`config.mk`:
```
export PLATFORM = sky130hd
export DESIGN_NAME = aias_top
export DESIGN_NICKNAME = d
export VERILOG_FILES = /design/src/design/aias_pkg.sv /design/src/design/aias_top.sv /design/src/design/aias_averager.sv
export VERILOG_INCLUDE_DIRS = /design/src /design/src/design
export SDC_FILE = /design/constraint.sdc
export NUM_CORES = 2
export LEC_CHECK = 0
export ABC_AREA = 0
export BUFFER_PORTS_ARGS = -buffer_cell sky130_fd_sc_hd__buf_2
export CORE_MARGIN = 3
export CORE_UTILIZATION = 30
export CTS_CLUSTER_DIAMETER = 50
export CTS_CLUSTER_SIZE = 25
export DETAILED_ROUTE_END_ITERATION = 7
export HOLD_SLACK_MARGIN = 0.06
export PLACE_DENSITY = 0.52
export SYNTH_ARGS = -nofsm -noshare
export SYNTH_HDL_FRONTEND = slang
export SYNTH_SLANG_ARGS = --single-unit
```
`constraint.sdc`:
```
create_clock -name clk_sys -period 4.69 [get_ports clk_sys]
set_input_delay 1.407 -clock clk_sys [delete_from_list [all_inputs] [get_ports clk_sys]]
set_output_delay 1.407 -clock clk_sys [all_outputs]
set_load 0.02 [all_outputs]
```
`src/design/aias_consts.svh`:
```
// Purpose: constants of the analog input averaging and status block
// Assumes: 250 MHz system clock
// Notes: offsets are byte addresses on the register bus
`ifndef AIAS_CONSTS_SVH
`define AIAS_CONSTS_SVH

// ----------------------------------------
// register offsets
// ----------------------------------------
`define AIAS_ADDR_CTRL 8'h00
`define AIAS_ADDR_ISTAT 8'h04
`define AIAS_ADDR_ICLR 8'h08
`define AIAS_ADDR_IEN 8'h0C
`define AIAS_ADDR_MEAS 8'h10
`define AIAS_ADDR_DIAG 8'h14
`define AIAS_ADDR_SRLIM 8'h20
`define AIAS_ADDR_PLIM 8'h40

// ----------------------------------------
// control fields and reset values
// ----------------------------------------
`define AIAS_CTRL_CYC_LSB 0
`define AIAS_CTRL_RED_BIT 5
`define AIAS_CTRL_SCN_LSB 6
`define AIAS_CTRL_HIDE_BIT 12
`define AIAS_CTRL_COD_LSB 13
`define AIAS_CTRL_RST 32'h0000_0801
`define AIAS_SRLIM_RST 32'h0000_FFFF
`define AIAS_PLIM_RST 32'hFFFF_0000
`define AIAS_IRQ_NEW 0
`define AIAS_IRQ_ENLOST 1
`define AIAS_IRQ_SENSERR 2

// ----------------------------------------
// counts and timing
// ----------------------------------------
`define AIAS_MAX_CYCLES 25
`define AIAS_FULL_SCANS 32
`define AIAS_SR_THRESH 6
`define AIAS_CLK_MHZ 250
`define AIAS_CYCLE_TIME_US 4000
`define AIAS_STAT_TIME_MS 200
`define AIAS_CYCLE_CLKS (`AIAS_CYCLE_TIME_US * `AIAS_CLK_MHZ)
`define AIAS_STAT_CLKS (`AIAS_STAT_TIME_MS * 1000 * `AIAS_CLK_MHZ)

`endif

```
`src/design/aias_pkg.sv`:
```
// Purpose: types of the analog input averaging and status block
// Assumes: nothing
// Notes: constants live in aias_consts.svh
`default_nettype none
package aias_pkg;
  typedef enum logic [1:0] {
    CODE_BIN = 2'b00,
    CODE_ONEHOT = 2'b01,
    CODE_LEVEL = 2'b10,
    CODE_INVLEVEL = 2'b11
  } aias_coding_t;
  typedef enum logic {
    AV_IDLE = 1'b0,
    AV_DIV = 1'b1
  } aias_avstate_t;
endpackage
`default_nettype wire

```
`src/design/aias_top.sv`:
```
// Summary of operation
// RQ1: the average may span a configurable number of processing cycles, at most 25.
// RQ2: in multi-cycle averaging every contributing cycle uses all 32 scans.
// RQ3: each extra averaged cycle adds one 4 ms cycle to the response time.
// RQ4: reduced-scan mode averages up to 32 chosen scans in one cycle only.
// RQ5: status bits 16 to 31 carry the measured value at every refresh while hide is clear.
// RQ6: with hide set, status bits 16 to 31 read constant ones.
// RQ7: seven signal-range bits encode the current signal range.
// RQ8: enable is one only with valid sensors, no discrepancy and value in process range.
// RQ9: sensor status is one only with valid sensors and no discrepancy.
// RQ10: the controller drives four process-range select bits.
// RQ11: diagnostic status bits refresh every 200 ms, apart from process data.
// RQ12: the controller combines sensor status with a reset so enable cannot restart alone.
// RQ13: by default 32 scans are averaged within each 4 ms cycle.
// RQ14: an invalid sensor value reports signal range number zero.
// RQ15: a fixed cycle tick sequences all work and reset clears accumulators and outputs.
//
// Purpose: averaging, range evaluation and status reporting of an analog input
// Assumes: sample, sensValid and discErr synchronous to clk_sys
// Notes: classic Wishbone slave, one wait state per access
`include "aias_consts.svh"
`default_nettype none
module aias_top
#(
  parameter int CYCLE_CLKS = `AIAS_CYCLE_CLKS,
  parameter int STAT_CLKS = `AIAS_STAT_CLKS,
  parameter int PROC_RANGES = 16
)
(
  // clock and reset
  input wire logic clk_sys,
  input wire logic reset,
  // front end
  input wire logic [15:0] sample,
  input wire logic sensValid,
  input wire logic discErr,
  // controller logic
  input wire logic [3:0] procSel,
  output logic enable_q,
  output logic sensorOk_q,
  output logic [6:0] sigRange_q,
  output logic [31:0] statusWord_q,
  output logic irq_q,
  // wishbone
  input wire logic wbCyc,
  input wire logic wbStb,
  input wire logic wbWe,
  input wire logic [7:0] wbAdr,
  input wire logic [3:0] wbSel,
  input wire logic [31:0] wbDatW,
  output logic [31:0] wbDatR_q,
  output logic wbAck_q
);
  import aias_pkg::*;
  localparam int SCAN_CLKS = CYCLE_CLKS / `AIAS_FULL_SCANS;
  // three clocks at least between status ticks, else the tick spacing check cannot hold
  if (CYCLE_CLKS % 32 != 0 || SCAN_CLKS < 64 || STAT_CLKS < 3 || PROC_RANGES != 16)
  begin : gBadParam
    $error("aias_top: unsupported parameters");
  end

  function automatic logic [31:0] mergeBytes(input logic [31:0] old, input logic [31:0] nw,
                                             input logic [3:0] sel);
    for (int i = 0; i < 4; i++)
      if (sel[i])
        old[8*i +: 8] = nw[8*i +: 8];
    return old;
  endfunction

  function automatic logic [6:0] encodeRange(input aias_coding_t cod, input logic [3:0] num);
    logic [6:0] res;
    res = 7'h00;
    if (num != 4'h0)
      unique case (cod)
        CODE_BIN: res = {3'h0, num};
        CODE_ONEHOT: res = 7'h01 << (num - 4'd1);
        CODE_LEVEL: res = 7'h7F >> (4'd7 - num);
        CODE_INVLEVEL: res = ~(7'h7F >> (4'd7 - num));
      endcase
    return res;
  endfunction

  // ----------------------------------------
  // registers and state
  // ----------------------------------------
  logic [31:0] ctrl_q;
  logic [31:0] srLim_q [`AIAS_SR_THRESH];
  logic [31:0] procLim_q [PROC_RANGES];
  logic [2:0] irqStat_q, irqEn_q;
  logic [31:0] scanCnt_q, statCnt_q;
  logic scanTick_q, statTick_q;
  logic [15:0] measVal_q;
  logic [3:0] rangeNum_q;
  logic loOk_q, hiOk_q;
  logic [15:0] avgValue;
  logic avgOk, avgDone;

  // ----------------------------------------
  // bus decode
  // ----------------------------------------
  wire req = wbCyc && wbStb && !wbAck_q;
  wire wr = req && wbWe;
  wire alignedAdr = wbAdr[1:0] == 2'b00;
  wire hitCtrl = wbAdr == `AIAS_ADDR_CTRL;
  wire hitClr = wbAdr == `AIAS_ADDR_ICLR;
  wire hitIen = wbAdr == `AIAS_ADDR_IEN;
  wire [2:0] srIdx = wbAdr[4:2];
  wire hitSr = wbAdr[7:5] == 3'b001 && alignedAdr && srIdx < 3'd6;
  wire [3:0] plIdx = wbAdr[5:2];
  wire hitPl = wbAdr[7:6] == 2'b01 && alignedAdr;
  wire [2:0] irqClr = (wr && hitClr) ? wbDatW[2:0] & {3{wbSel[0]}} : 3'h0;

  // ----------------------------------------
  // configuration with clamping
  // ----------------------------------------
  wire [4:0] rawCycles = ctrl_q[`AIAS_CTRL_CYC_LSB +: 5];
  wire reducedEn = ctrl_q[`AIAS_CTRL_RED_BIT];
  wire [5:0] rawScans = ctrl_q[`AIAS_CTRL_SCN_LSB +: 6];
  wire hideMeas = ctrl_q[`AIAS_CTRL_HIDE_BIT];
  wire aias_coding_t coding = aias_coding_t'(ctrl_q[`AIAS_CTRL_COD_LSB +: 2]);
  wire [4:0] clampCycles = rawCycles == 5'd0 ? 5'd1 :
                           (rawCycles > 5'd25 ? 5'd25 : rawCycles); // [RQ1]
  wire [5:0] clampScans = rawScans == 6'd0 ? 6'd1 :
                          (rawScans > 6'd32 ? 6'd32 : rawScans);
  wire [4:0] effCycles = reducedEn ? 5'd1 : clampCycles; // [RQ4] [RQ3]
  wire [5:0] effScans = reducedEn ? clampScans : 6'd32; // [RQ2] [RQ13]
  wire cfgValid = rawCycles >= 5'd1 && rawCycles <= 5'd25 && rawScans >= 6'd1 &&
                  rawScans <= 6'd32;

  // ----------------------------------------
  // range evaluation
  // ----------------------------------------
  logic [`AIAS_SR_THRESH-1:0] thrHit;
  genvar g;
  generate
    for (g = 0; g < `AIAS_SR_THRESH; g++)
    begin : gThr
      assign thrHit[g] = avgValue >= srLim_q[g][15:0];
    end
  endgenerate
  wire [3:0] hitCount = 4'(thrHit[0]) + 4'(thrHit[1]) + 4'(thrHit[2]) + 4'(thrHit[3]) +
                        4'(thrHit[4]) + 4'(thrHit[5]);
  wire [3:0] newRange = avgOk ? hitCount + 4'd1 : 4'd0; // [RQ14]
  wire [31:0] selLim = procLim_q[procSel]; // [RQ10]
  wire loOk = avgValue >= selLim[15:0];
  wire hiOk = avgValue <= selLim[31:16];
  wire newEnable = avgOk && loOk && hiOk; // [RQ8]
  wire [2:0] events = {avgDone & ~avgOk, avgDone & enable_q & ~newEnable, avgDone};
  wire [2:0] irqStatD = (irqStat_q & ~irqClr) | events;

  // ----------------------------------------
  // read mux
  // ----------------------------------------
  wire [31:0] measWord = {sensorOk_q, enable_q, 3'h0, sigRange_q, rangeNum_q, measVal_q};
  wire [31:0] rdData = hitCtrl ? ctrl_q :
                       wbAdr == `AIAS_ADDR_ISTAT ? {29'h0, irqStat_q} :
                       hitIen ? {29'h0, irqEn_q} :
                       wbAdr == `AIAS_ADDR_MEAS ? measWord :
                       wbAdr == `AIAS_ADDR_DIAG ? statusWord_q :
                       hitSr ? srLim_q[srIdx] :
                       hitPl ? procLim_q[plIdx] : 32'h0000_0000;

  // ----------------------------------------
  // bus and register writes
  // ----------------------------------------
  always_ff @(posedge clk_sys)
  begin
    if (reset)
    begin
      wbAck_q <= 1'b0;
      wbDatR_q <= 32'h0000_0000;
      ctrl_q <= `AIAS_CTRL_RST;
      irqEn_q <= 3'h0;
    end
    else
    begin
      wbAck_q <= req;
      wbDatR_q <= req && !wbWe ? rdData : 32'h0000_0000;
      if (wr && hitCtrl)
        ctrl_q <= mergeBytes(ctrl_q, wbDatW, wbSel);
      if (wr && hitIen && wbSel[0])
        irqEn_q <= wbDatW[2:0];
    end
  end

  always_ff @(posedge clk_sys)
  begin
    for (int i = 0; i < `AIAS_SR_THRESH; i++)
      if (reset)
        srLim_q[i] <= `AIAS_SRLIM_RST;
      else if (wr && hitSr && srIdx == 3'(i))
        srLim_q[i] <= mergeBytes(srLim_q[i], wbDatW, wbSel);
    for (int i = 0; i < PROC_RANGES; i++)
      if (reset)
        procLim_q[i] <= `AIAS_PLIM_RST;
      else if (wr && hitPl && plIdx == 4'(i))
        procLim_q[i] <= mergeBytes(procLim_q[i], wbDatW, wbSel);
  end

  // ----------------------------------------
  // cycle ticks
  // ----------------------------------------
  always_ff @(posedge clk_sys)
  begin
    if (reset)
    begin
      scanCnt_q <= 32'h0000_0000;
      scanTick_q <= 1'b0;
      statCnt_q <= 32'h0000_0000;
      statTick_q <= 1'b0;
    end
    else
    begin
      scanTick_q <= scanCnt_q == 32'(SCAN_CLKS - 1); // [RQ15]
      scanCnt_q <= scanCnt_q == 32'(SCAN_CLKS - 1) ? 32'h0 : scanCnt_q + 32'd1;
      statTick_q <= statCnt_q == 32'(STAT_CLKS - 1); // [RQ11]
      statCnt_q <= statCnt_q == 32'(STAT_CLKS - 1) ? 32'h0 : statCnt_q + 32'd1;
    end
  end

  aias_averager uAvg
  (
    .clk_sys(clk_sys),
    .reset(reset),
    .scanTick(scanTick_q),
    .sample(sample),
    .sampleOk(sensValid & ~discErr), // [RQ9]
    .nCycles(effCycles),
    .nScans(effScans),
    .avgValue_q(avgValue),
    .avgOk_q(avgOk),
    .avgDone_q(avgDone)
  );

  // ----------------------------------------
  // process outputs and status
  // ----------------------------------------
  always_ff @(posedge clk_sys)
  begin
    if (reset)
    begin
      enable_q <= 1'b0;
      sensorOk_q <= 1'b0;
      sigRange_q <= 7'h00;
      rangeNum_q <= 4'h0;
      measVal_q <= 16'h0000;
      loOk_q <= 1'b0;
      hiOk_q <= 1'b0;
      statusWord_q <= 32'h0000_0000;
      irqStat_q <= 3'h0;
      irq_q <= 1'b0;
    end
    else
    begin
      irqStat_q <= irqStatD;
      irq_q <= |(irqStatD & irqEn_q);
      if (avgDone)
      begin
        enable_q <= newEnable; // [RQ8]
        sensorOk_q <= avgOk; // [RQ9]
        sigRange_q <= encodeRange(coding, newRange); // [RQ7] [RQ14]
        rangeNum_q <= newRange;
        measVal_q <= avgValue;
        loOk_q <= loOk;
        hiOk_q <= hiOk;
      end
      // diagnostics lag process data by up to one refresh period
      if (statTick_q)
        statusWord_q <= {hideMeas ? 16'hFFFF : measVal_q, // [RQ5] [RQ6]
                         11'h000, enable_q, hiOk_q, loOk_q, sensorOk_q, cfgValid}; // [RQ11]
    end
  end
endmodule // aias_top
`default_nettype wire

```
`src/design/aias_averager.sv`:
```
// Purpose: scan accumulation over one or more cycles and division to the average
// Assumes: scanTick every 1/32 of a processing cycle, nCycles 1..25, nScans 1..32
// Notes: divider needs 26 clocks, far less than one scan period
`include "aias_consts.svh"
`default_nettype none
module aias_averager
#(
  parameter int MAX_CYCLES = `AIAS_MAX_CYCLES,
  parameter int SCANS = `AIAS_FULL_SCANS
)
(
  // clock and reset
  input wire logic clk_sys,
  input wire logic reset,
  // scans
  input wire logic scanTick,
  input wire logic [15:0] sample,
  input wire logic sampleOk,
  // setup
  input wire logic [4:0] nCycles,
  input wire logic [5:0] nScans,
  // result
  output logic [15:0] avgValue_q,
  output logic avgOk_q,
  output logic avgDone_q
);
  import aias_pkg::*;
  if (MAX_CYCLES > 25 || SCANS != 32)
  begin : gBadSize
    $error("aias_averager: unsupported sizes");
  end

  aias_avstate_t state_q;
  logic [4:0] scanIdx_q, cycIdx_q, bitCnt_q;
  logic [25:0] sum_q, dvd_q;
  logic [11:0] rem_q;
  logic [10:0] divisor_q;
  logic ok_q, okHold_q;

  // ----------------------------------------
  // accumulation
  // ----------------------------------------
  wire scanUse = {1'b0, scanIdx_q} < nScans; // [RQ4]
  wire lastScan = scanTick && scanIdx_q == 5'd31; // [RQ2] [RQ13]
  wire blockEnd = lastScan && cycIdx_q >= nCycles - 5'd1; // [RQ1] [RQ3]
  wire [25:0] sumNext = sum_q + (scanUse ? {10'h000, sample} : 26'h0000000);
  wire okNext = ok_q & (sampleOk | ~scanUse);
  wire [11:0] remShift = {rem_q[10:0], dvd_q[25]};
  wire remGe = remShift >= {1'b0, divisor_q};
  wire [10:0] product = 11'(nScans * nCycles);

  always_ff @(posedge clk_sys)
  begin
    if (reset)
    begin
      scanIdx_q <= 5'h00;
      cycIdx_q <= 5'h00;
      sum_q <= 26'h0000000;
      ok_q <= 1'b1;
    end
    else if (scanTick)
    begin
      scanIdx_q <= scanIdx_q + 5'd1;
      cycIdx_q <= blockEnd ? 5'h00 : (lastScan ? cycIdx_q + 5'd1 : cycIdx_q); // [RQ3]
      sum_q <= blockEnd ? 26'h0000000 : sumNext;
      ok_q <= blockEnd ? 1'b1 : okNext;
    end
  end

  // ----------------------------------------
  // restoring divider
  // ----------------------------------------
  always_ff @(posedge clk_sys)
  begin
    if (reset)
    begin
      state_q <= AV_IDLE;
      dvd_q <= 26'h0000000;
      rem_q <= 12'h000;
      divisor_q <= 11'h001;
      bitCnt_q <= 5'h00;
      okHold_q <= 1'b0;
      avgValue_q <= 16'h0000;
      avgOk_q <= 1'b0;
      avgDone_q <= 1'b0;
    end
    else
    begin
      avgDone_q <= 1'b0;
      unique case (state_q)
        AV_IDLE:
        begin
          if (blockEnd)
          begin
            state_q <= AV_DIV;
            dvd_q <= sumNext;
            rem_q <= 12'h000;
            divisor_q <= product;
            bitCnt_q <= 5'd25;
            okHold_q <= okNext;
          end
        end
        AV_DIV:
        begin
          dvd_q <= {dvd_q[24:0], remGe};
          rem_q <= remGe ? remShift - {1'b0, divisor_q} : remShift;
          bitCnt_q <= bitCnt_q - 5'd1;
          if (bitCnt_q == 5'd0)
          begin
            state_q <= AV_IDLE;
            avgValue_q <= {dvd_q[14:0], remGe};
            avgOk_q <= okHold_q;
            avgDone_q <= 1'b1;
          end
        end
      endcase
    end
  end
endmodule // aias_averager
`default_nettype wire

```
==> metrics <==
vias in the first global route 37600; row count 155; P_leak 23.2 nW; max frequency 218 MHz; crit path DAT 5.30 ns; Post-synth EDFFs 704; Tot Pwr 0.0209 W; yosys warns 0; Root Driver clkbuf_16; Setup violations, final 0; Max Cap Violations 0; Worst setup EP type flip-flop; Max IR drop VDD 0.000358 V; Placed Instances 7037; fin crit share 97.8%; WL/cell 24.8 um; status completed; clk_lat worst skew 0.82 ns; Synth async-reset ratio 0%; final-layout fill cell count 17700; pin count of the biggest net entering global routing 106; Max Slew Vio Count 0; met1 Use GR 24.8%; P&R area growth vs syn 16.3%; via count 38400; register area 0.0271 mm2; Hold Buf Count CTS 0; core area 0.179 mm2; DRT iter0 DRCs 3776; Synth Instances 4646; Die H 432 um; slew margin rel. 39.1%; pwr dens 331 mW/mm2; clock period minus worst slack 4.59 ns; die area 0.186 mm2; HP Class flip-flop to flip-flop; Critical Path RT 5.40 ns; drt via density 5.28; Num CTS Buffers 120; fin nets 5092; worst setup path category flip-flop to flip-flop; final wirelength 180000 um; initial core utilization 30.3%; footprint of the multi-input gates 0.0253 mm2; Longest Clk Path Bufs 3; H-tree Lvls 3; RSZ-0062 raised after global routing true; syn avg cell area 11.7 um2; met2 Track Usage GR 32.2%; fin cells 7274; sequential share of the synthesized area 49.9%; total negative slack 0 ns; internal reg-to-reg setup slack 0.10 ns; gpl congestion 0.898; Die W 432 um; total gr overflow 0; area of the mapped netlist 0.0544 mm2; FF+latch count, synth 1003; pre-CTS setup slack -0.265 ns; final hold vios 0; actual slew at the worst max-slew pin 0.912 ns; Clock Sinks 1003; TritonCTS clock tree yes; Pre-antenna DRT Iters 6; met3 usage 2.56%; IO Port Bufs 134; Tot GR Track Use 19.0%; share of layout cells above drive strength 1 25.6%; Max FO, Critical Path 3; Routed Antenna Nets 0; num ports 146; antenna violations before repair 12; grt peak-use layer met2; dpl hpwl 131000 um; Synth cell types 83; DRC Markers 0; first-pass GRT wire length 263000 um; clk slew on worst S/H paths 0.07 ns; Final WS setup 0.102 ns; Startpoint Class flip-flop; Synth Flop Type edfxtp_1; Clock Skew 0.133 ns; worst hold margin 0.443 ns
-- per-stage QoR --
stage | area (um2) | util [%]
after detailed placement | 58800 | 32.8
after floorplan | 54500 | -
after global routing | 63200 | 35.3
after global placement | 58800 | 32.8
final | 63200 | 35.3
after CTS | 63100 | 35.2
-- synthesized netlist by cell type (all sizes together) (6+ instances only) --
master    n  area share, %
a31oi    11           0.13
mux2i    69            1.3
a311oi    7           0.11
o41ai    17           0.27
and3    235            2.7
nand2   447            3.1
xnor2    41           0.66
o21ai   118            1.1
inv     192            1.3
nor2b    39           0.45
edfxtp  704             39
nand2b   50           0.58
a221oi   18           0.29
a22oi    10           0.14
nand3    91           0.84
ha      195            4.5
a211oi   48           0.66
nor3     44           0.45
o22ai    10           0.12
and2    109            1.3
or2     264            3.0
or3      79           0.91
and4     10           0.16
dfxtp   299             11
o211ai    7          0.097
a21oi   195            1.8
nor4     14           0.16
mux4    352             15
xor2     51           0.82
o21a     14           0.19
a21o     33           0.46
nor2    356            2.5
clkbuf  257            1.8
fa       17           0.63
a22o     12           0.19
a21boi    6          0.083
o21bai    7          0.097
buf     107            1.1
nand4    36           0.41
-- state kept, by name, indices dropped and copies added (netlist names), 7 cells and up --
signal and flops:
uAvg.rem_q 11, statCnt_q 32, procLim_q 512, uAvg.divisor_q 11
sigRange_q 7, scanCnt_q 32, uAvg.avgValue_q 16, uAvg.dvd_q 26
srLim_q 192, wbDatR_q 32, uAvg.sum_q 26, statusWord_q 21
measVal_q 16, ctrl_q 32
-- kinds of logic (layout without fill, tap and decap cells) --
kind of cell    count (synthesis)  in the layout  share of synthesized area [%]
compound gates                562            562                           6.53
xor+xnor                       92             92                           1.48
fa+ha+maj                     212            212                           5.11
buf+inv                       558            797                           4.20
flops                        1003           1003                           49.9
mux                           423            423                           15.9
other cells                     2             36                         0.0138
simple gates                 1794           1794                           16.9
-- cell type report --
cell class / count / area share (%)
clock buffer: 129 / 4.85
clock inverter: 98 / 1.74
sequential: 1003 / 42.9
multi-input combinational: 3114 / 40.0
antenna: 5 / 0.0198
tap: 2355 / 4.66
inverter: 194 / 1.16
timing repair buffer: 376 / 4.65
-- where the power goes --
| group | internal, W | switching, W | total (W) |
|---|---|---|---|
| logic | 0.000619 | 0.000967 | 0.00159 |
| registers | 0.00961 | 0.000101 | 0.00971 |
| clock network | 0.00516 | 0.00445 | 0.00961 |
| total | 0.0154 | 0.00552 | 0.0209 |
-- final timing paths --
path | startpoint | cells after the start | end
hold / removal | ctrl_q[28]$_SDFFE_PP0P_ | 2 | wbDatR_q[28]$_SDFF_PP0_
hold reg to reg | ctrl_q[28]$_SDFFE_PP0P_ | 2 | wbDatR_q[28]$_SDFF_PP0_
setup reg to reg | srLim_q[0][0]$_SDFFCE_PN1P_ | 19 | sigRange_q[0]$_SDFFE_PP0P_
setup / recovery | srLim_q[0][0]$_SDFFCE_PN1P_ | 19 | sigRange_q[0]$_SDFFE_PP0P_
-- layout by cell type, fill, tap and decap left out, types with 69 or more instances in the layout --
| cell | n |
|---|---|
| buf_4 | 209 |
| ha_1 | 192 |
| dfxtp_1 | 298 |
| clkbuf_16 | 121 |
| nand3_1 | 86 |
| inv_1 | 189 |
| buf_2 | 127 |
| mux2i_1 | 69 |
| or3_1 | 79 |
| or2_2 | 250 |
| and3_1 | 235 |
| o21ai_0 | 102 |
| edfxtp_1 | 704 |
| and2_1 | 108 |
| a21oi_1 | 188 |
| nor2_1 | 350 |
| mux4_2 | 352 |
| nand2_1 | 445 |
-- layer usage --
metal	up-vias	share of wire (%)	wire length, um
met1	19400	41	74700
met4	4	3.7	6650
met2	1324	49	88100
met5	-	0.016	28
met3	294	6.0	10800
li1	17400	-	-
-- critical path: stages (launching register included) --
cell	delay, ns
edfxtp_1	0.39
ha_1	0.29
nand2b_4	0.14
a21o_1	0.16
a21o_1	0.16
a211oi_2	0.18
o21bai_1	0.09
a211o_1	0.28
a21oi_2	0.16
ha_4	0.23
fa_1	0.46
fa_2	0.38
fa_2	0.59
a21boi_2	0.09
ha_4	0.30
buf_6	0.12
nand3_2	0.05
o211ai_1	0.16
o221ai_1	0.13
a21oi_1	0.16
-- what timing repair did --
item / CTS / global route
pin swaps: 23 / 16
setup buffers: 4 / 1
cloned: 0 / 0
setup endpoints to repair: 10 / 28
gates resized for setup: 16 / 39
(Power assumes the default switching activity.)
